File: src/cee_defines.vh
// Constants for the core event entry and return unit
`ifndef CEE_DEFINES_VH
`define CEE_DEFINES_VH

// ****************************************************************
// Status register layout
// ****************************************************************
`define CEE_SR_W 16
`define CEE_SR_GM 1
`define CEE_SR_I0M 2
`define CEE_SR_I1M 3
`define CEE_SR_I2M 4
`define CEE_SR_I3M 5
`define CEE_SR_EM 6
`define CEE_SR_DM 7
`define CEE_SR_MODE_LO 8
`define CEE_SR_MODE_HI 10
`define CEE_SR_RESET 16'h00FE

// ****************************************************************
// Execution modes
// ****************************************************************
`define CEE_MODE_APP 3'h0
`define CEE_MODE_SUP 3'h1
`define CEE_MODE_IRQ_LEVEL_ZERO 3'h2
`define CEE_MODE_IRQ_LEVEL_ONE 3'h3
`define CEE_MODE_IRQ_LEVEL_TWO 3'h4
`define CEE_MODE_IRQ_LEVEL_THREE 3'h5
`define CEE_MODE_EXC 3'h6
`define CEE_MODE_NMI 3'h7

// ****************************************************************
// Addresses and stack
// ****************************************************************
`define CEE_RESET_PC 32'h80000000
`define CEE_EVBA 32'h80000000
`define CEE_OFS_UNREC 32'h00000000
`define CEE_OFS_TLBMH 32'h00000004
`define CEE_OFS_BUSERR 32'h00000008
`define CEE_OFS_NMI 32'h00000010
`define CEE_OFS_EXC 32'h00000020
`define CEE_OFS_SCALL 32'h00000100
`define CEE_SP_RESET 32'h00008000
`define CEE_WORD 32'h00000004
`define CEE_CNT_W 3
`define CEE_SHORT_LAST 3'h1
`define CEE_LONG_LAST 3'h7
`define CEE_CNT_ZERO 3'h0
`define CEE_CNT_ONE 3'h1
`define CEE_SAVE_SR 3'h0
`define CEE_SAVE_PC 3'h1
`define CEE_SAVE_LR 3'h2
`define CEE_SAVE_R8 3'h3

`endif

File: src/cee_event_unit.v
// Event acceptance, context save, handler dispatch and return for the core
`timescale 1ns/1ps
`include "cee_defines.vh"
module cee_event_unit (
	// Clock and reset
	input wire core_clk,
	input wire rst,
	// Event requests, held until acknowledged
	input wire nmi_req,
	input wire unrec_req,
	input wire tlb_mhit_req,
	input wire bus_err_req,
	input wire exc_req,
	input wire [3:0] irq_req,
	input wire [31:0] irq_handler,
	input wire debug_req,
	// Instruction stream events
	input wire scall_exec,
	input wire rets_exec,
	input wire rete_exec,
	input wire [31:0] next_pc_in,
	// Core register values to save
	input wire [31:0] lr_in,
	input wire [159:0] r8_r12_in,
	// Software write of the status register
	input wire sr_we,
	input wire [15:0] sr_wdata,
	// Stack memory port
	output reg stack_we,
	output reg stack_re,
	output reg [31:0] stack_addr,
	output reg [31:0] stack_wdata,
	input wire [31:0] stack_rdata,
	// Restored registers toward the register file
	output reg restore_we,
	output reg [2:0] restore_idx,
	output reg [31:0] restore_data,
	// Core state
	output reg [15:0] status,
	output reg [31:0] pc,
	output reg [31:0] sp,
	output wire [2:0] reg_bank,
	output reg pc_load,
	output reg debug_mode,
	output wire busy,
	// Acknowledges, one cycle each
	output reg [8:0] event_ack
);

	// ****************************************************************
	// States
	// ****************************************************************
	localparam ST_IDLE = 4'b0001;
	localparam ST_PUSH = 4'b0010;
	localparam ST_POP = 4'b0100;
	localparam ST_LOAD = 4'b1000;

	reg [3:0] state;
	reg [2:0] cnt;
	reg [2:0] last;
	reg [2:0] new_mode;
	reg [31:0] target;
	reg [31:0] save_pc;
	reg [31:0] save_lr;
	reg [159:0] save_regs;
	reg [15:0] save_sr;
	reg [31:0] rd_pc;
	reg rd_valid;
	reg [2:0] rd_idx;
	reg [15:0] next_status;

	// Event selection
	reg sel_valid;
	reg [8:0] sel_ack;
	reg [2:0] sel_mode;
	reg [31:0] sel_addr;
	reg sel_irq;
	reg sel_exc;

	wire [2:0] cur_mode = status[`CEE_SR_MODE_HI:`CEE_SR_MODE_LO];
	wire in_irq = (cur_mode >= `CEE_MODE_IRQ_LEVEL_ZERO) && (cur_mode <= `CEE_MODE_IRQ_LEVEL_THREE);
	assign reg_bank = cur_mode;
	assign busy = (state != ST_IDLE);

	// ****************************************************************
	// Priority pick
	// ****************************************************************
	// Fixed order; masked sources are skipped, critical ones never are.
	// The pick is purely combinational so the winner is known in the
	// same cycle that the sequencer looks at it; a source that drops its
	// request before this point is simply not seen again.
	always @*
	begin
		sel_valid = 1'b1;
		sel_ack = 9'h000;
		sel_mode = `CEE_MODE_NMI;
		sel_addr = `CEE_EVBA;
		sel_irq = 1'b0;
		sel_exc = 1'b0;
		if (unrec_req)
		begin
			sel_ack = 9'h001;
			sel_addr = `CEE_EVBA + `CEE_OFS_UNREC;
			sel_exc = 1'b1;
		end
		else if (tlb_mhit_req)
		begin
			sel_ack = 9'h002;
			sel_addr = `CEE_EVBA + `CEE_OFS_TLBMH;
			sel_exc = 1'b1;
		end
		else if (bus_err_req)
		begin
			sel_ack = 9'h004;
			sel_addr = `CEE_EVBA + `CEE_OFS_BUSERR;
			sel_exc = 1'b1;
		end
		else if (nmi_req)
		begin
			sel_ack = 9'h008;
			sel_addr = `CEE_EVBA + `CEE_OFS_NMI;
		end
		else if (exc_req && !status[`CEE_SR_EM] && !status[`CEE_SR_GM])
		begin
			sel_ack = 9'h010;
			sel_mode = `CEE_MODE_EXC;
			sel_addr = `CEE_EVBA + `CEE_OFS_EXC;
			sel_exc = 1'b1;
		end
		else if (irq_req[3] && !status[`CEE_SR_I3M] && !status[`CEE_SR_GM])
		begin
			sel_ack = 9'h020;
			sel_mode = `CEE_MODE_IRQ_LEVEL_THREE;
			sel_addr = irq_handler;
			sel_irq = 1'b1;
		end
		else if (irq_req[2] && !status[`CEE_SR_I2M] && !status[`CEE_SR_GM])
		begin
			sel_ack = 9'h040;
			sel_mode = `CEE_MODE_IRQ_LEVEL_TWO;
			sel_addr = irq_handler;
			sel_irq = 1'b1;
		end
		else if (irq_req[1] && !status[`CEE_SR_I1M] && !status[`CEE_SR_GM])
		begin
			sel_ack = 9'h080;
			sel_mode = `CEE_MODE_IRQ_LEVEL_ONE;
			sel_addr = irq_handler;
			sel_irq = 1'b1;
		end
		else if (irq_req[0] && !status[`CEE_SR_I0M] && !status[`CEE_SR_GM])
		begin
			sel_ack = 9'h100;
			sel_mode = `CEE_MODE_IRQ_LEVEL_ZERO;
			sel_addr = irq_handler;
			sel_irq = 1'b1;
		end
		else
		begin
			sel_valid = 1'b0;
		end
	end

	// ****************************************************************
	// Mask update on acceptance
	// ****************************************************************
	// Equal and lower levels are masked; critical sources ignore masks.
	// Software may clear these bits inside a handler to allow nesting,
	// so nothing here assumes that the masks stay set until return.
	always @*
	begin
		next_status = status;
		next_status[`CEE_SR_MODE_HI:`CEE_SR_MODE_LO] = sel_mode;
		if (sel_exc || sel_ack[3])
		begin
			next_status[`CEE_SR_EM] = 1'b1;
			next_status[`CEE_SR_GM] = 1'b1;
			next_status[`CEE_SR_I3M] = 1'b1;
			next_status[`CEE_SR_I2M] = 1'b1;
			next_status[`CEE_SR_I1M] = 1'b1;
			next_status[`CEE_SR_I0M] = 1'b1;
		end
		if (sel_ack[5])
			next_status[`CEE_SR_I3M] = 1'b1;
		if (sel_ack[5] | sel_ack[6])
			next_status[`CEE_SR_I2M] = 1'b1;
		if (sel_ack[5] | sel_ack[6] | sel_ack[7])
			next_status[`CEE_SR_I1M] = 1'b1;
		if (sel_irq)
			next_status[`CEE_SR_I0M] = 1'b1;
	end

	// ****************************************************************
	// Sequencer
	// ****************************************************************
	// No new event is looked at until the sequence ends, so save and
	// dispatch cannot be split by a second request.
	// Debug entry is checked ahead of events; an event pending in the
	// same cycle waits one cycle and is then picked up.
	always @(posedge core_clk)
	begin
		if (rst)
		begin
			state <= ST_IDLE;
			cnt <= `CEE_CNT_ZERO;
			last <= `CEE_CNT_ZERO;
			new_mode <= `CEE_MODE_APP;
			target <= `CEE_RESET_PC;
			save_pc <= 32'h00000000;
			save_lr <= 32'h00000000;
			save_regs <= 160'h0;
			save_sr <= 16'h0000;
			rd_pc <= 32'h00000000;
			rd_valid <= 1'b0;
			rd_idx <= `CEE_CNT_ZERO;
			status <= `CEE_SR_RESET;
			pc <= `CEE_RESET_PC;
			sp <= `CEE_SP_RESET;
			pc_load <= 1'b1;
			debug_mode <= 1'b0;
			event_ack <= 9'h000;
			stack_we <= 1'b0;
			stack_re <= 1'b0;
			stack_addr <= 32'h00000000;
			stack_wdata <= 32'h00000000;
			restore_we <= 1'b0;
			restore_idx <= `CEE_CNT_ZERO;
			restore_data <= 32'h00000000;
		end
		else
		begin
			event_ack <= 9'h000;
			pc_load <= 1'b0;
			stack_we <= 1'b0;
			stack_re <= 1'b0;
			restore_we <= 1'b0;
			rd_valid <= stack_re;
			// cnt has stepped on since the read was issued, hence the extra one
			rd_idx <= last - cnt + `CEE_CNT_ONE;
			// Restored words arrive one cycle after their read
			if (rd_valid)
			begin
				if (rd_idx == `CEE_SAVE_SR)
					save_sr <= stack_rdata[15:0];
				else if (rd_idx == `CEE_SAVE_PC)
					rd_pc <= stack_rdata;
				else
				begin
					restore_we <= 1'b1;
					restore_idx <= rd_idx - `CEE_SAVE_LR;
					restore_data <= stack_rdata;
				end
			end
			case (state)
				ST_IDLE:
				begin
					if (sr_we)
						status <= sr_wdata;
					if (debug_req && !status[`CEE_SR_DM] && !debug_mode)
						debug_mode <= 1'b1;
					else if (sel_valid)
					begin
						event_ack <= sel_ack;
						save_sr <= status;
						save_pc <= next_pc_in;
						save_lr <= lr_in;
						save_regs <= r8_r12_in;
						status <= next_status;
						target <= sel_addr;
						last <= sel_irq ? `CEE_LONG_LAST : `CEE_SHORT_LAST;
						cnt <= `CEE_CNT_ZERO;
						state <= ST_PUSH;
					end
					else if (scall_exec)
					begin
						save_sr <= status;
						save_pc <= next_pc_in;
						status[`CEE_SR_MODE_HI:`CEE_SR_MODE_LO] <= `CEE_MODE_SUP;
						target <= `CEE_EVBA + `CEE_OFS_SCALL;
						last <= `CEE_SHORT_LAST;
						cnt <= `CEE_CNT_ZERO;
						state <= ST_PUSH;
					end
					else if (rete_exec || rets_exec)
					begin
						last <= (rete_exec && in_irq) ? `CEE_LONG_LAST : `CEE_SHORT_LAST;
						cnt <= `CEE_CNT_ZERO;
						state <= ST_POP;
					end
				end
				ST_PUSH:
				begin
					// Full descending stack; overflow is left to software
					// One word per cycle: status first so a partial frame
					// still holds the mode to return to.
					stack_we <= 1'b1;
					stack_addr <= sp - `CEE_WORD;
					sp <= sp - `CEE_WORD;
					if (cnt == `CEE_SAVE_SR)
						stack_wdata <= {16'h0000, save_sr};
					else if (cnt == `CEE_SAVE_PC)
						stack_wdata <= save_pc;
					else if (cnt == `CEE_SAVE_LR)
						stack_wdata <= save_lr;
					else
						stack_wdata <= save_regs[(cnt - `CEE_SAVE_R8) * 32 +: 32];
					cnt <= cnt + `CEE_CNT_ONE;
					if (cnt == last)
					begin
						pc <= target;
						pc_load <= 1'b1;
						state <= ST_IDLE;
					end
				end
				ST_POP:
				begin
					// Pop order is the reverse of push order
					stack_re <= 1'b1;
					stack_addr <= sp;
					sp <= sp + `CEE_WORD;
					cnt <= cnt + `CEE_CNT_ONE;
					if (cnt == last)
						state <= ST_LOAD;
				end
				ST_LOAD:
				begin
					// Wait for the final word, then resume the saved context.
					// Status and address change in one edge so the old mode
					// never runs at the return address.
					if (!stack_re && !rd_valid)
					begin
						status <= save_sr;
						pc <= rd_pc;
						pc_load <= 1'b1;
						state <= ST_IDLE;
					end
				end
				default:
				begin
					state <= ST_IDLE;
				end
			endcase
		end
	end

	// ****************************************************************
	// Pop index mapping
	// ****************************************************************
	// The stack is full descending, so the first pop returns the word
	// pushed last. The read index is mirrored against the frame length,
	// so index 0 is always the saved status and index 1 the return
	// address, whatever the length of the frame. Register words come
	// back from R12 down to R8 and then the link register.
	// Limitation: a frame that software has rewritten on the stack is
	// restored as found; no check of its contents is made here.

endmodule

File: config.mk
export PLATFORM = sky130hd
export DESIGN_NAME = cee_event_unit
export DESIGN_NICKNAME = d
export VERILOG_FILES = /design/src/cee_event_unit.v
export VERILOG_INCLUDE_DIRS = /design/src
export SDC_FILE = /design/constraint.sdc
export NUM_CORES = 1
export LEC_CHECK = 0
export BUFFER_PORTS_ARGS = -buffer_cell sky130_fd_sc_hd__buf_2
export CELL_PAD_IN_SITES_DETAIL_PLACEMENT = 1
export CELL_PAD_IN_SITES_GLOBAL_PLACEMENT = 2
export CORE_MARGIN = 10
export CORE_UTILIZATION = 33
export CTS_CLUSTER_DIAMETER = 200
export DETAILED_ROUTE_END_ITERATION = 8
export PLACE_DENSITY = 0.85
export SYNTH_ARGS = -nofsm -noshare
export SYNTH_HDL_FRONTEND = slang
export SYNTH_SLANG_ARGS = --single-unit
File: constraint.sdc
create_clock -name core_clk -period 4.8 [get_ports core_clk]
set_clock_uncertainty 0.05 [all_clocks]
set_input_delay 0.72 -clock core_clk [delete_from_list [all_inputs] [get_ports core_clk]]
set_output_delay 0.72 -clock core_clk [all_outputs]
set_load 0.02 [all_outputs]
==> run metrics <==
status finished clean; met3 Use GR 6.36%; Final period util 80.1%; Die ar. 77400 um^2; clk sink count 506; min Tclk post-route 3.85 ns; critical-path maximum fanout 42; top post-synthesis cells by area dfxtp_1 46%, nand2_1 13%, a21oi_1 8.9%; worst-skew pair later-pin latency 0.62 ns; kind of critical path flip-flop to flip-flop; WP data required 5.29 ns; layout cells sized above 1 23.3%; DR pass1 iterations 5; max_slew headroom 15.7%; Mapped Area 22000 um^2; Layout area overhead 22.4%; H-Tree Depth 2; Die Width 278 um; Synth async-reset ratio 0%; top-count cell post-synth nand2_1; vias after detailed routing 21600; max-cap violations 0; Slew Viols, Final 0; Layout Cell Area excl Fill 26900 um^2; P_leak 10.5 nW; Synth cell types 79; post-CTS repair timing setup buffer count 0; cell count after synthesis 2736; GRT Total Usage 22.4%; TNS Setup 0 ns; Placer Congestion 0.890; hold_buf cts 0; setup ws final 0.954 ns; placed insts 3905; Root Buffer clkbuf_16; gr busiest metal met2; DP Worst Slack 1.06 ns; Post-CTS Resized 0; TritonCTS buffer count 56; first-pass GRT wire length 138 mm; Most used DFF post-synth dfxtp_1; final hold vios 0; CP endpoint kind flip-flop; initial antenna violation count 11; Max Clock Freq 0.260 GHz; Placed Instance Area 25100 um^2; Clock transition at path regs 0.06 ns; M2 GR Usage 36.7%; vias per inst 5.39; Seq/Total Area, Yosys 46.1%; WHS 0.286 ns; Mean Syn Cell Area 8.04 um^2; #FFs+latches synth 506; grt total ovfl 0; IO Pins 517; Routed Antenna Nets 0; RSZ-0062 raised after global routing no; wire per inst 22.7 um; Final Util 40.9%; Worst-Margin Slew 1.26 ns; Starting Density 33.4%; Hold WC Path Type input pin to flip-flop; fillers 7960; IO buf count 512; number of synthesized flops with an enable pin 0; core area 65900 um^2; row cnt 94; Die Y 278 um; Worst VDD drop 0.374 mV; Clock Path Buffers 3; Ys Warns 0; Post-Layout Cell Count 4011; setup violators final 0; DP Wirelength 66.0 mm; GR Layer Usage met1 28.3%; vias in the first global route 22600; cell area power density 486 nW/um^2; DRC Markers 0; top cells by count, synth 748 x nand2_1, 506 x dfxtp_1, 393 x a21oi_1; nets@finish 3431; crit start category flip-flop; CP arrival 4.33 ns; DRT Wirelength 91.0 mm; Synth top area share 46.1%; dominant cell type by area after synthesis dfxtp_1; power after layout 13.1 mW; Iter 0 DRT Violations 1430; CTS tree built; largest net degree at the start of global routing 195
[cell usage in the layout (no fill, tap or decap), types with 7 or more instances in the layout]
cell type	n
a211oi_1	27
a21oi_1	393
a221o_1	32
a22oi_1	18
a311oi_1	56
a31oi_1	21
and3_1	11
buf_12	7
buf_2	511
buf_4	32
clkbuf_1	11
clkbuf_16	57
clkbuf_8	14
clkinv_2	14
dfxtp_1	505
ha_1	11
inv_1	18
mux2_2	13
mux2i_1	22
mux4_2	32
nand2_1	748
nand2b_1	10
nand3_1	71
nand4_1	10
nor2_1	174
nor2b_1	13
nor3_1	22
nor3b_1	7
nor4_1	19
o21ai_0	73
o22ai_1	9
o31ai_1	10
or3_1	12
xnor2_1	9
xor2_1	8
[final cells by class]
class	count	area [um^2]	area share, %
Tap cell	864	1080	4.02
Clock buffer	82	1660	6.17
Clock inverter	22	178	0.660
Sequential cell	506	10100	37.6
Antenna cell	2	5.00	0.0186
Multi-Input combinational cell	1966	10800	40.3
Inverter	18	67.6	0.251
Timing Repair Buffer	551	2950	11.0
[state kept, by name (all words and copies together), names as in the netlist, 2 cells and up]
name,count
event_ack,9
rd_pc,32
status,16
save_pc,32
state,4
restore_idx,3
last,2
target,32
sp,30
save_sr,16
stack_wdata,32
pc,32
stack_addr,30
rd_idx,3
save_lr,32
restore_data,32
cnt,3
save_regs,160
[per-layer routing]
layer	vias to the layer above	part of all wire, %
li1	10300	-
met1	10500	43
met2	671	47
met3	146	7.4
met4	16	2.5
met5	-	0.12
[report_power, final]
part	leakage, nW	switching, mW	internal, mW
Clock	0.905	1.85	2.46
Sequential	4.13	0.490	4.80
Combinational	5.47	2.36	1.13
[path summary, 6_finish.rpt]
kind / from / cells past startpoint / end / slack [ns]
setup / recovery: state[0]$_SDFFE_PP1P_ / 7 / target[27]$_SDFFE_PP0P_ / 0.95
setup reg to reg: state[0]$_SDFFE_PP1P_ / 7 / target[27]$_SDFFE_PP0P_ / 0.95
hold / removal: r8_r12_in[87] / 3 / save_regs[87]$_SDFFE_PP0P_ / 0.29
hold reg to reg: stack_wdata[26]$_SDFFE_PP0P_ / 2 / stack_wdata[26]$_SDFFE_PP0P_ / 0.40
[cell families (layout without fill, tap and decap cells)]
| kind of cell | count (synthesis) | in the layout | synth area share (%) |
|---|---|---|---|
| other | 1 | 6 | 0.0171 |
| flip-flops | 506 | 506 | 46.1 |
| buffers and inverters | 267 | 673 | 5.09 |
| adder cells (fa/ha/maj) | 12 | 12 | 0.683 |
| multiplexers | 67 | 67 | 4.94 |
| AO/OA/AOI/OAI | 718 | 718 | 20.2 |
| XOR/XNOR | 17 | 17 | 0.677 |
| AND/OR/NAND/NOR | 1148 | 1148 | 22.3 |
[critical path: stages, from the launching register on]
cell and delay [ns]:
dfxtp_1 0.59, nor4b_1 0.79, inv_1 0.19, nor2_2 0.49, o31a_2 0.67, buf_4 0.54
nand3_1 0.23, a21oi_1 0.18
No activity file was read; power rests on OpenSTA's default activity.
